## src/dmdp_pkg.sv

```systemverilog
// constants shared by the dac/adc mute, de-emphasis and phase control block
package dmdp_pkg;

   // ****************************************************************
   // register indices; the byte address is four times the index
   // ****************************************************************
   localparam logic [7:0] DMDP_IDX_ZERO_DETECT = 8'h10;
   localparam logic [7:0] DMDP_IDX_DEEMPH = 8'h11;
   localparam logic [7:0] DMDP_IDX_POLARITY = 8'h12;
   localparam logic [7:0] DMDP_IDX_SOFT_MUTE = 8'h13;
   localparam logic [7:0] DMDP_IDX_ADC_CTRL = 8'h1d;
   localparam logic [7:0] DMDP_IDX_STATUS = 8'h20;

   // ****************************************************************
   // reset values
   // ****************************************************************
   localparam logic [8:0] DMDP_ZERO_DETECT_RST = 9'h000;
   localparam logic [8:0] DMDP_DEEMPH_RST = 9'h000;
   localparam logic [8:0] DMDP_POLARITY_RST = 9'h03f;
   localparam logic [8:0] DMDP_SOFT_MUTE_RST = 9'h000;
   localparam logic [8:0] DMDP_ADC_CTRL_RST = 9'h000;

   // ****************************************************************
   // field positions
   // ****************************************************************
   localparam int DMDP_ZFM_SEL_LSB = 0;
   localparam int DMDP_ZERO_DETECT_EN_BIT = 7;
   localparam int DMDP_GLOBAL_DEEMPH_BIT = 4;
   localparam int DMDP_GLOBAL_MUTE_BIT = 4;
   localparam int DMDP_MUTE_PIN_DECODE_BIT = 7;
   localparam int DMDP_ADC_LEFT_MUTE_BIT = 0;
   localparam int DMDP_ADC_RIGHT_MUTE_BIT = 1;
   localparam int DMDP_ADC_BOTH_MUTE_BIT = 2;
   localparam int DMDP_ADC_OSR_HALVE_BIT = 3;
   localparam int DMDP_ADC_HPF_BYPASS_BIT = 4;

   // ****************************************************************
   // timing in input samples
   // ****************************************************************
   localparam int DMDP_DECAY_TC_SAMPLES = 64;
   localparam int DMDP_DECAY_SHIFT = $clog2(DMDP_DECAY_TC_SAMPLES);
   localparam logic [10:0] DMDP_FULL_MUTE_SAMPLES = 11'h400;
   localparam logic [10:0] DMDP_ZERO_RUN_SAMPLES = 11'h400;

   // ****************************************************************
   // adc oversampling codes
   // ****************************************************************
   localparam logic [1:0] DMDP_OSR_128FS = 2'h0;
   localparam logic [1:0] DMDP_OSR_64FS = 2'h1;
   localparam logic [1:0] DMDP_OSR_32FS = 2'h2;

endpackage : dmdp_pkg

```

## src/dmdp_ctrl.sv

```systemverilog
// dac soft mute, de-emphasis enables, output phase and adc filter/mute control
//
// Local design decision: the APB interface to the registers.
`timescale 1ns/1ps

// ****************************************************************
// sample fifo
// ****************************************************************
module dmdp_fifo #(
   parameter int WIDTH = 144,
   parameter int DEPTH = 8
) (
   input wire logic clk,
   input wire logic rst,
   input wire logic in_valid,
   output logic in_ready,
   input wire logic [WIDTH-1:0] in_data,
   output logic out_valid,
   input wire logic out_ready,
   output logic [WIDTH-1:0] out_data
);
   localparam int AW = (DEPTH > 1) ? $clog2(DEPTH) : 1;
   localparam int CW = $clog2(DEPTH + 1);
   localparam logic [CW-1:0] FULL_COUNT = CW'(DEPTH);
   localparam logic [AW-1:0] LAST_PTR = AW'(DEPTH - 1);

   logic [WIDTH-1:0] mem_reg [0:DEPTH-1];
   logic [AW-1:0] wr_ptr_reg;
   logic [AW-1:0] rd_ptr_reg;
   logic [CW-1:0] count_reg;
   logic [CW-1:0] count_next;
   logic push;
   logic pop;

   assign push = in_valid & in_ready;
   assign pop = out_valid & out_ready;
   assign out_data = mem_reg[rd_ptr_reg];
   assign count_next = count_reg + CW'(push) - CW'(pop);

   always_ff @(posedge clk) begin
      if (push) begin
         mem_reg[wr_ptr_reg] <= in_data;
      end
   end

   // full and empty kept as flops so the ready and valid ports are registered
   always_ff @(posedge clk) begin
      if (rst) begin
         wr_ptr_reg <= '0;
         rd_ptr_reg <= '0;
         count_reg <= '0;
         in_ready <= 1'b0;
         out_valid <= 1'b0;
      end else begin
         if (push) begin
            wr_ptr_reg <= (wr_ptr_reg == LAST_PTR) ? '0 : wr_ptr_reg + 1'b1;
         end
         if (pop) begin
            rd_ptr_reg <= (rd_ptr_reg == LAST_PTR) ? '0 : rd_ptr_reg + 1'b1;
         end
         count_reg <= count_next;
         in_ready <= (count_next != FULL_COUNT);
         out_valid <= (count_next != '0);
      end
   end
endmodule : dmdp_fifo

// ****************************************************************
// control block
// ****************************************************************
module dmdp_ctrl
   import dmdp_pkg::*;
#(
   parameter int SAMPLE_W = 24,
   parameter int FIFO_DEPTH = 8
) (
   input wire logic sys_clk,
   input wire logic rst,
   input wire logic psel,
   input wire logic penable,
   input wire logic pwrite,
   input wire logic [9:0] paddr,
   input wire logic [31:0] pwdata,
   output logic [31:0] prdata,
   output logic pready,
   output logic pslverr,
   input wire logic mute_pin,
   input wire logic mclk_ratio_low,
   input wire logic dac_in_valid,
   output logic dac_in_ready,
   input wire logic [6*SAMPLE_W-1:0] dac_in_data,
   output logic dac_out_valid,
   input wire logic dac_out_ready,
   output logic [6*SAMPLE_W-1:0] dac_out_data,
   output logic [2:0] per_dac_deemph_out,
   input wire logic adc_in_valid,
   input wire logic [SAMPLE_W-1:0] adc_in_left,
   input wire logic [SAMPLE_W-1:0] adc_in_right,
   output logic adc_out_valid,
   output logic [SAMPLE_W-1:0] adc_out_left,
   output logic [SAMPLE_W-1:0] adc_out_right,
   output logic adc_highpass_en,
   output logic [1:0] adc_osr_code
);
   localparam int W = SAMPLE_W;
   localparam int CH = 6;
   localparam logic signed [W-1:0] SMAX = {1'b0, {(W-1){1'b1}}};
   localparam logic signed [W-1:0] SMIN = {1'b1, {(W-1){1'b0}}};

   // ****************************************************************
   // registers and apb slave
   // ****************************************************************
   logic [8:0] zero_detect_reg;
   logic [8:0] deemph_reg;
   logic [8:0] polarity_reg;
   logic [8:0] smute_reg;
   logic [8:0] adc_ctrl_reg;
   logic [1:0] mute_pin_sync_reg;
   logic [2:0] zero_mute_reg;
   logic full_mute_reg;

   wire [7:0] reg_idx = paddr[9:2];
   wire hit_zero = (reg_idx == DMDP_IDX_ZERO_DETECT);
   wire hit_deemph = (reg_idx == DMDP_IDX_DEEMPH);
   wire hit_pol = (reg_idx == DMDP_IDX_POLARITY);
   wire hit_smute = (reg_idx == DMDP_IDX_SOFT_MUTE);
   wire hit_adc = (reg_idx == DMDP_IDX_ADC_CTRL);
   wire hit_status = (reg_idx == DMDP_IDX_STATUS);
   wire addr_ok = (paddr[1:0] == 2'h0) &
                  (hit_zero | hit_deemph | hit_pol | hit_smute | hit_adc | hit_status);
   wire access = psel & penable;
   wire commit_wr = access & pready & pwrite & addr_ok;
   wire [8:0] wdat = pwdata[8:0];

   wire mute_pin_s = mute_pin_sync_reg[1];
   wire zdet_en = zero_detect_reg[DMDP_ZERO_DETECT_EN_BIT];
   wire [1:0] zfm_sel = zero_detect_reg[DMDP_ZFM_SEL_LSB +: 2];
   wire mpd_sel = smute_reg[DMDP_MUTE_PIN_DECODE_BIT];

   logic [2:0] soft_eff;
   wire [8:0] status_word = {1'b0, mute_pin_s, full_mute_reg, zero_mute_reg, soft_eff};
   wire [8:0] rd_mux = hit_zero ? zero_detect_reg :
                       hit_deemph ? deemph_reg :
                       hit_pol ? polarity_reg :
                       hit_smute ? smute_reg :
                       hit_adc ? adc_ctrl_reg :
                       hit_status ? status_word : 9'h000;

   // one wait state: pready rises in the second access cycle
   always_ff @(posedge sys_clk) begin
      if (rst) begin
         pready <= 1'b0;
         pslverr <= 1'b0;
         prdata <= 32'h0000_0000;
      end else begin
         pready <= access & ~pready;
         pslverr <= access & ~pready & ~addr_ok;
         if (access & ~pready) begin
            prdata <= (~pwrite & addr_ok) ? {23'h000000, rd_mux} : 32'h0000_0000;
         end
      end
   end

   always_ff @(posedge sys_clk) begin
      if (rst) begin
         zero_detect_reg <= DMDP_ZERO_DETECT_RST;
         deemph_reg <= DMDP_DEEMPH_RST;
         polarity_reg <= DMDP_POLARITY_RST;
         smute_reg <= DMDP_SOFT_MUTE_RST;
         adc_ctrl_reg <= DMDP_ADC_CTRL_RST;
      end else if (commit_wr) begin
         if (hit_zero) zero_detect_reg <= wdat;
         if (hit_deemph) deemph_reg <= wdat;
         if (hit_pol) polarity_reg <= wdat;
         if (hit_smute) smute_reg <= wdat;
         if (hit_adc) adc_ctrl_reg <= wdat;
      end
   end

   // ****************************************************************
   // mute decode
   // ****************************************************************
   // the pin is asynchronous; only the second stage is read
   always_ff @(posedge sys_clk) begin
      if (rst) begin
         mute_pin_sync_reg <= 2'h0;
      end else begin
         mute_pin_sync_reg <= {mute_pin_sync_reg[0], mute_pin};
      end
   end

   // selector value 3 picks no dac
   wire [2:0] zfm_onehot = (zfm_sel == 2'h0) ? 3'b001 :
                           (zfm_sel == 2'h1) ? 3'b010 :
                           (zfm_sel == 2'h2) ? 3'b100 : 3'b000;
   wire [2:0] pin_mute = mute_pin_s ? (mpd_sel ? 3'b111 : zfm_onehot) : 3'b000;
   wire [2:0] master_mute = {3{smute_reg[DMDP_GLOBAL_MUTE_BIT]}};
   assign soft_eff = smute_reg[2:0] | master_mute | pin_mute;

   // ****************************************************************
   // sample fifo and step
   // ****************************************************************
   logic fifo_valid;
   logic [CH*W-1:0] fifo_data;
   wire step = fifo_valid & (~dac_out_valid | dac_out_ready);

   dmdp_fifo #(
      .WIDTH(CH * W),
      .DEPTH(FIFO_DEPTH)
   ) u_fifo (
      .clk(sys_clk),
      .rst(rst),
      .in_valid(dac_in_valid),
      .in_ready(dac_in_ready),
      .in_data(dac_in_data),
      .out_valid(fifo_valid),
      .out_ready(~dac_out_valid | dac_out_ready),
      .out_data(fifo_data)
   );

   // ****************************************************************
   // zero detect and full mute counters
   // ****************************************************************
   logic [10:0] zrun_reg [0:2];
   logic [2:0] zero_mute_now;
   logic [10:0] srun_reg;
   wire all_soft = &soft_eff;
   wire [10:0] srun_next = ~all_soft ? 11'h000 :
                           (srun_reg == DMDP_FULL_MUTE_SAMPLES) ? srun_reg : srun_reg + 11'h001;
   wire full_mute_now = zdet_en & (srun_next == DMDP_FULL_MUTE_SAMPLES);

   genvar gd;
   generate
      for (gd = 0; gd < 3; gd++) begin : g_dac
         wire both_zero = (fifo_data[2*gd*W +: W] == '0) & (fifo_data[(2*gd+1)*W +: W] == '0);
         wire [10:0] zrun_next = ~both_zero ? 11'h000 :
                                 (zrun_reg[gd] == DMDP_ZERO_RUN_SAMPLES) ? zrun_reg[gd] :
                                 zrun_reg[gd] + 11'h001;
         // a non-zero sample on either channel clears the run at once
         assign zero_mute_now[gd] = zdet_en & (zrun_next == DMDP_ZERO_RUN_SAMPLES);
         always_ff @(posedge sys_clk) begin
            if (rst) begin
               zrun_reg[gd] <= 11'h000;
            end else if (step) begin
               zrun_reg[gd] <= zrun_next;
            end
         end
      end
   endgenerate

   always_ff @(posedge sys_clk) begin
      if (rst) begin
         srun_reg <= 11'h000;
         full_mute_reg <= 1'b0;
         zero_mute_reg <= 3'h0;
      end else if (step) begin
         srun_reg <= srun_next;
         full_mute_reg <= full_mute_now;
         zero_mute_reg <= zero_mute_now;
      end
   end

   // ****************************************************************
   // per channel soft mute, hard mute and phase
   // ****************************************************************
   logic signed [W-1:0] held_reg [0:CH-1];
   logic signed [W-1:0] out_ch [0:CH-1];
   logic signed [W-1:0] in_ch [0:CH-1];

   genvar gc;
   generate
      for (gc = 0; gc < CH; gc++) begin : g_ch
         localparam int D = gc / 2;
         wire signed [W-1:0] sh = held_reg[gc] >>> DMDP_DECAY_SHIFT;
         // below one step the shift stalls on a positive tail, which snaps to mid-scale; a negative tail climbs by one per sample
         wire signed [W-1:0] dec = (sh == '0) ? held_reg[gc] : sh;
         wire signed [W-1:0] held_next = soft_eff[D] ? held_reg[gc] - dec : in_ch[gc];
         wire hard = full_mute_now | zero_mute_now[D];
         wire signed [W-1:0] level = hard ? '0 : held_next;
         assign in_ch[gc] = fifo_data[gc*W +: W];
         // negation saturates so the most negative code cannot wrap
         assign out_ch[gc] = ~polarity_reg[gc] ? level :
                             (level == SMIN) ? SMAX : -level;
         always_ff @(posedge sys_clk) begin
            if (rst) begin
               held_reg[gc] <= '0;
            end else if (step) begin
               held_reg[gc] <= held_next;
            end
         end
      end
   endgenerate

   // ****************************************************************
   // output stage
   // ****************************************************************
   always_ff @(posedge sys_clk) begin
      if (rst) begin
         dac_out_valid <= 1'b0;
         dac_out_data <= '0;
      end else begin
         if (step) begin
            dac_out_valid <= 1'b1;
            dac_out_data <= {out_ch[5], out_ch[4], out_ch[3], out_ch[2], out_ch[1], out_ch[0]};
         end else if (dac_out_ready) begin
            dac_out_valid <= 1'b0;
         end
      end
   end

   // ****************************************************************
   // de-emphasis and adc controls
   // ****************************************************************
   wire adc_l_mute = adc_ctrl_reg[DMDP_ADC_LEFT_MUTE_BIT] | adc_ctrl_reg[DMDP_ADC_BOTH_MUTE_BIT];
   wire adc_r_mute = adc_ctrl_reg[DMDP_ADC_RIGHT_MUTE_BIT] | adc_ctrl_reg[DMDP_ADC_BOTH_MUTE_BIT];
   wire osr_halve = adc_ctrl_reg[DMDP_ADC_OSR_HALVE_BIT];
   // software owns the choice of halving for high sample rates
   wire [1:0] osr_code = mclk_ratio_low ? (osr_halve ? DMDP_OSR_32FS : DMDP_OSR_64FS) :
                         (osr_halve ? DMDP_OSR_64FS : DMDP_OSR_128FS);

   always_ff @(posedge sys_clk) begin
      if (rst) begin
         per_dac_deemph_out <= 3'h0;
         adc_highpass_en <= 1'b1;
         adc_osr_code <= DMDP_OSR_128FS;
         adc_out_valid <= 1'b0;
         adc_out_left <= '0;
         adc_out_right <= '0;
      end else begin
         per_dac_deemph_out <= deemph_reg[2:0] | {3{deemph_reg[DMDP_GLOBAL_DEEMPH_BIT]}};
         adc_highpass_en <= ~adc_ctrl_reg[DMDP_ADC_HPF_BYPASS_BIT];
         adc_osr_code <= osr_code;
         adc_out_valid <= adc_in_valid;
         if (adc_in_valid) begin
            adc_out_left <= adc_l_mute ? '0 : adc_in_left;
            adc_out_right <= adc_r_mute ? '0 : adc_in_right;
         end
      end
   end
endmodule : dmdp_ctrl

```

## config.mk

```make
export PLATFORM = sky130hd
export DESIGN_NAME = dmdp_ctrl
export DESIGN_NICKNAME = d
export VERILOG_FILES = /design/src/dmdp_pkg.sv /design/src/dmdp_ctrl.sv
export SDC_FILE = /design/constraint.sdc
export NUM_CORES = 2
export LEC_CHECK = 0
export ABC_AREA = 1
export BUFFER_PORTS_ARGS = -buffer_cell sky130_fd_sc_hd__buf_2
export CORE_ASPECT_RATIO = 0.75
export CORE_MARGIN = 3
export CORE_UTILIZATION = 48
export DETAILED_ROUTE_END_ITERATION = 6
export PLACE_DENSITY = 0.65
export SLEW_MARGIN = 30
export SYNTH_ARGS = -nofsm -noshare
export SYNTH_HDL_FRONTEND = slang
export SYNTH_SLANG_ARGS = --single-unit
```

## constraint.sdc

```tcl
create_clock -name sys_clk -period 18.2 [get_ports sys_clk]
set_input_delay 1.82 -clock sys_clk [delete_from_list [all_inputs] [get_ports sys_clk]]
set_output_delay 1.82 -clock sys_clk [all_outputs]
set_load 0.01 [all_outputs]
```

==> impl_metrics.py <==
metrics = {
    "critical_path": {
        "cp.depth": 28,
        "critPathTopFamily": "simple AND/OR/NAND/NOR gates",
        "cpMaxStageDelayCell": "dfxtp_4",
        "worst_path_most_repeated_cell": "nand2_1",
        "required_ns": 18.88,
        "start_kind": "flop",
        "cp.arrival_ns": 8.54,
        "crit_buf_inv": 5,
        "reg2reg_slack_ns": 10.34,
        "regToRegEndpoint": "dac_out_data[120]$_SDFFE_PP0P_",
        "crit_path_max_fanout": 75,
        "cp-end-kind": "flop",
        "setup.worst_path.class": "flop to flop",
        "slowest_delay_ns": 0.84,
        "ff2ff_path_depth": 28,
    },
    "logic_synthesis": {
        "synth_common_cells": "nand2_1, edfxtp_1, inv_1",
        "syn_inst": 9799,
        "synth_area_leaders": "edfxtp_1, nand2_1, dfxtp_1",
        "yosysTopAreaCell": "edfxtp_1",
        "synthFlopType": "edfxtp_1",
        "netlist.area_leader.share_pct": 47.9,
        "synth_warnings": 0,
        "ys_seq_area_share_pct": 54.8,
        "synth-edff-count": 1329,
        "async_reset_ff_share_pct": 0,
        "synth_seq_cells": 1617,
        "synth.most_common_cell": "nand2_1",
        "avgSynthCellArea_um2": 8.51,
        "synthDistinctLibCells": 59,
        "synth.cell_area_um2": 83400,
    },
    "timing": {
        "final_max_slew_viol_count": 0,
        "finalCritPeriodShare_pct": 43.2,
        "finalHoldViolCount": 0,
        "fmax_mhz": 127,
        "worst_pin_slew_ns": 0.991,
        "fin_crit_ns": 7.86,
        "rsz0062_at_grt": "no",
        "whs_ns": 0.410,
        "setup_ws_ns": 10.34,
        "setup_viol": 0,
        "relSlewSlack_pct": 33.5,
        "skew_ns": 0.0456,
        "fin_tns_setup_ns": 0,
    },
    "clock_network": {
        "cts_num_sinks": 1617,
        "clock_latency_ns": 0.80,
        "cts-htree-levels": 4,
        "cts_root_buf": "clkbuf_16",
        "cts_buffers": 164,
        "cts_tree": "yes",
        "clk_path_buf_depth": 3,
        "cts_hold_buf": 0,
        "post-cts-setup-buffers": 0,
        "path_clk_slew_ns": 0.06,
        "cts_resized": 0,
    },
    "route": {
        "wl_met3_um": 16500,
        "drt_wl_total_um": 250000,
        "detail-route-antenna-nets": 0,
        "drc": 0,
        "drt-met1-wl_um": 104000,
        "dr.max_layer_used": "met5",
        "wl_per_cell_um": 20.0,
        "vias_per_cell": 5.39,
        "firstDrtPassIters": 6,
        "route.met2.wl_um": 120000,
        "vias": 67300,
        "dr.first_iter.drc_count": 6376,
    },
    "floorplan": {
        "dieArea_um2": 179000,
        "placementRows": 131,
        "die_y_um": 367,
        "initial_utilization_pct": 48.7,
        "io_pins": 479,
        "dieWidth_um": 487,
        "coreArea_um2": 171000,
    },
    "finish": {
        "nFillCells": 15600,
        "largest_register_ffs": 1152,
        "drive_gt1_share_pct": 8.29,
        "nets": 10500,
        "seqCellArea_um2": 45700,
        "multiInputGateArea_um2": 30900,
        "syn_to_final_growth_pct": 10.8,
        "final_cell_area_um2": 92300,
        "layout.cells.non_filler": 12500,
        "final_util_pct": 53.9,
    },
    "hold_path": {
        "hp-start": "mute_pin_sync_reg[0]$_SDFF_PP0_",
        "hold_end": "mute_pin_sync_reg[1]$_SDFF_PP0_",
        "hold_class": "flop to flop",
        "min_path_cells": 2,
    },
    "power_and_ir_drop": {
        "power_mw": 14.9,
        "p_leak_nw": 40.8,
        "peakVddDrop_uv": 127,
        "powerDensity_nw_per_um2": 162,
    },
    "placed_design": {
        "place_area_um2": 87000,
        "hpwl_um": 167000,
        "port_buffers": 432,
        "place_congestion": 0.939,
        "pre_cts_ws_ns": 10.38,
        "dp.cells": 12200,
    },
    "global_routing": {
        "overflow": 0,
        "track_usage_pct": 27.3,
        "grt_pass1_wl_um": 379000,
        "antenna_found_initial": 57,
        "first_global_vias": 63800,
        "grt_start_max_net_pins": 178,
    },
    "job": {
        "cap_viol_max_count": 0,
    },
    "status": {
        "status": "finished, final reports clean",
    },
}
[cells by family (layout without fill, tap and decap cells)]
group	count (synthesis)	count (layout)	synth area share, %
AOI/OAI and AO/OA	1183	1183	7.79
xor gates and xnor gates	151	151	1.59
adders and majority gates	173	173	2.66
buffers and inverters	1678	2057	8.39
DFF	1617	1617	54.8
other	1	53	0.00450
and+or+nand+nor	4996	4996	24.8
[final cells by class]
cell class | count | share of cell area (%)
repair buffers | 519 | 3.16
diodes | 30 | 0.0813
inverters | 1248 | 5.11
multi-input cells | 6526 | 33.5
clock buffers | 213 | 4.84
flip-flops and latches | 1617 | 49.5
clock inverters | 77 | 0.812
well taps | 2261 | 3.06
[per-layer routing]
layer,track usage (%),vias up
met5,0,-
met4,10.2,14
met3,4.23,437
met2,45.8,2180
met1,35.8,31900
li1,-,32700
[worst max path at each step]
| stage | startpoint | endpoint | slack, ns |
|---|---|---|---|
| floorplan | dac_in_valid | u_fifo.mem_reg[1][0]$_DFFE_PP_ | 9.42 |
| global placement | flop | dac_out_data[52]$_SDFFE_PP0P_ | 10.43 |
| detailed placement | flop | dac_out_data[67]$_SDFFE_PP0P_ | 10.38 |
| CTS | flop | dac_out_data[52]$_SDFFE_PP0P_ | 10.37 |
| global route | flop | dac_out_data[139]$_SDFFE_PP0P_ | 9.79 |
| finish | flop | dac_out_data[120]$_SDFFE_PP0P_ | 10.34 |
[power by group]
part	internal, mW	leakage, nW	switching (mW)
Clock	1.85	2.55	1.47
Sequential	4.53	14.7	0.289
Combinational	2.06	23.6	4.73
[worst min-delay path, stage by stage (launching register included)]
cell and delay, ns:
dfxtp_1 0.30, inv_1 0.04, nor2_1 0.03
[layout by cell type (no fill, tap or decap), types with 69 or more instances in the layout]
master,synthesis,final
nand2_1,2926,2926
edfxtp_1,1329,1329
inv_1,1226,1225
nor2_1,909,897
nand3_1,854,853
buf_2,134,432
a21oi_1,430,430
o21ai_0,417,416
dfxtp_1,288,285
clkbuf_16,0,169
ha_1,166,166
o21ai_1,127,128
nand4_1,111,111
xor2_1,90,90
nor3_1,82,79
buf_4,57,75
o211ai_1,69,69
(Power assumes the default switching activity.)
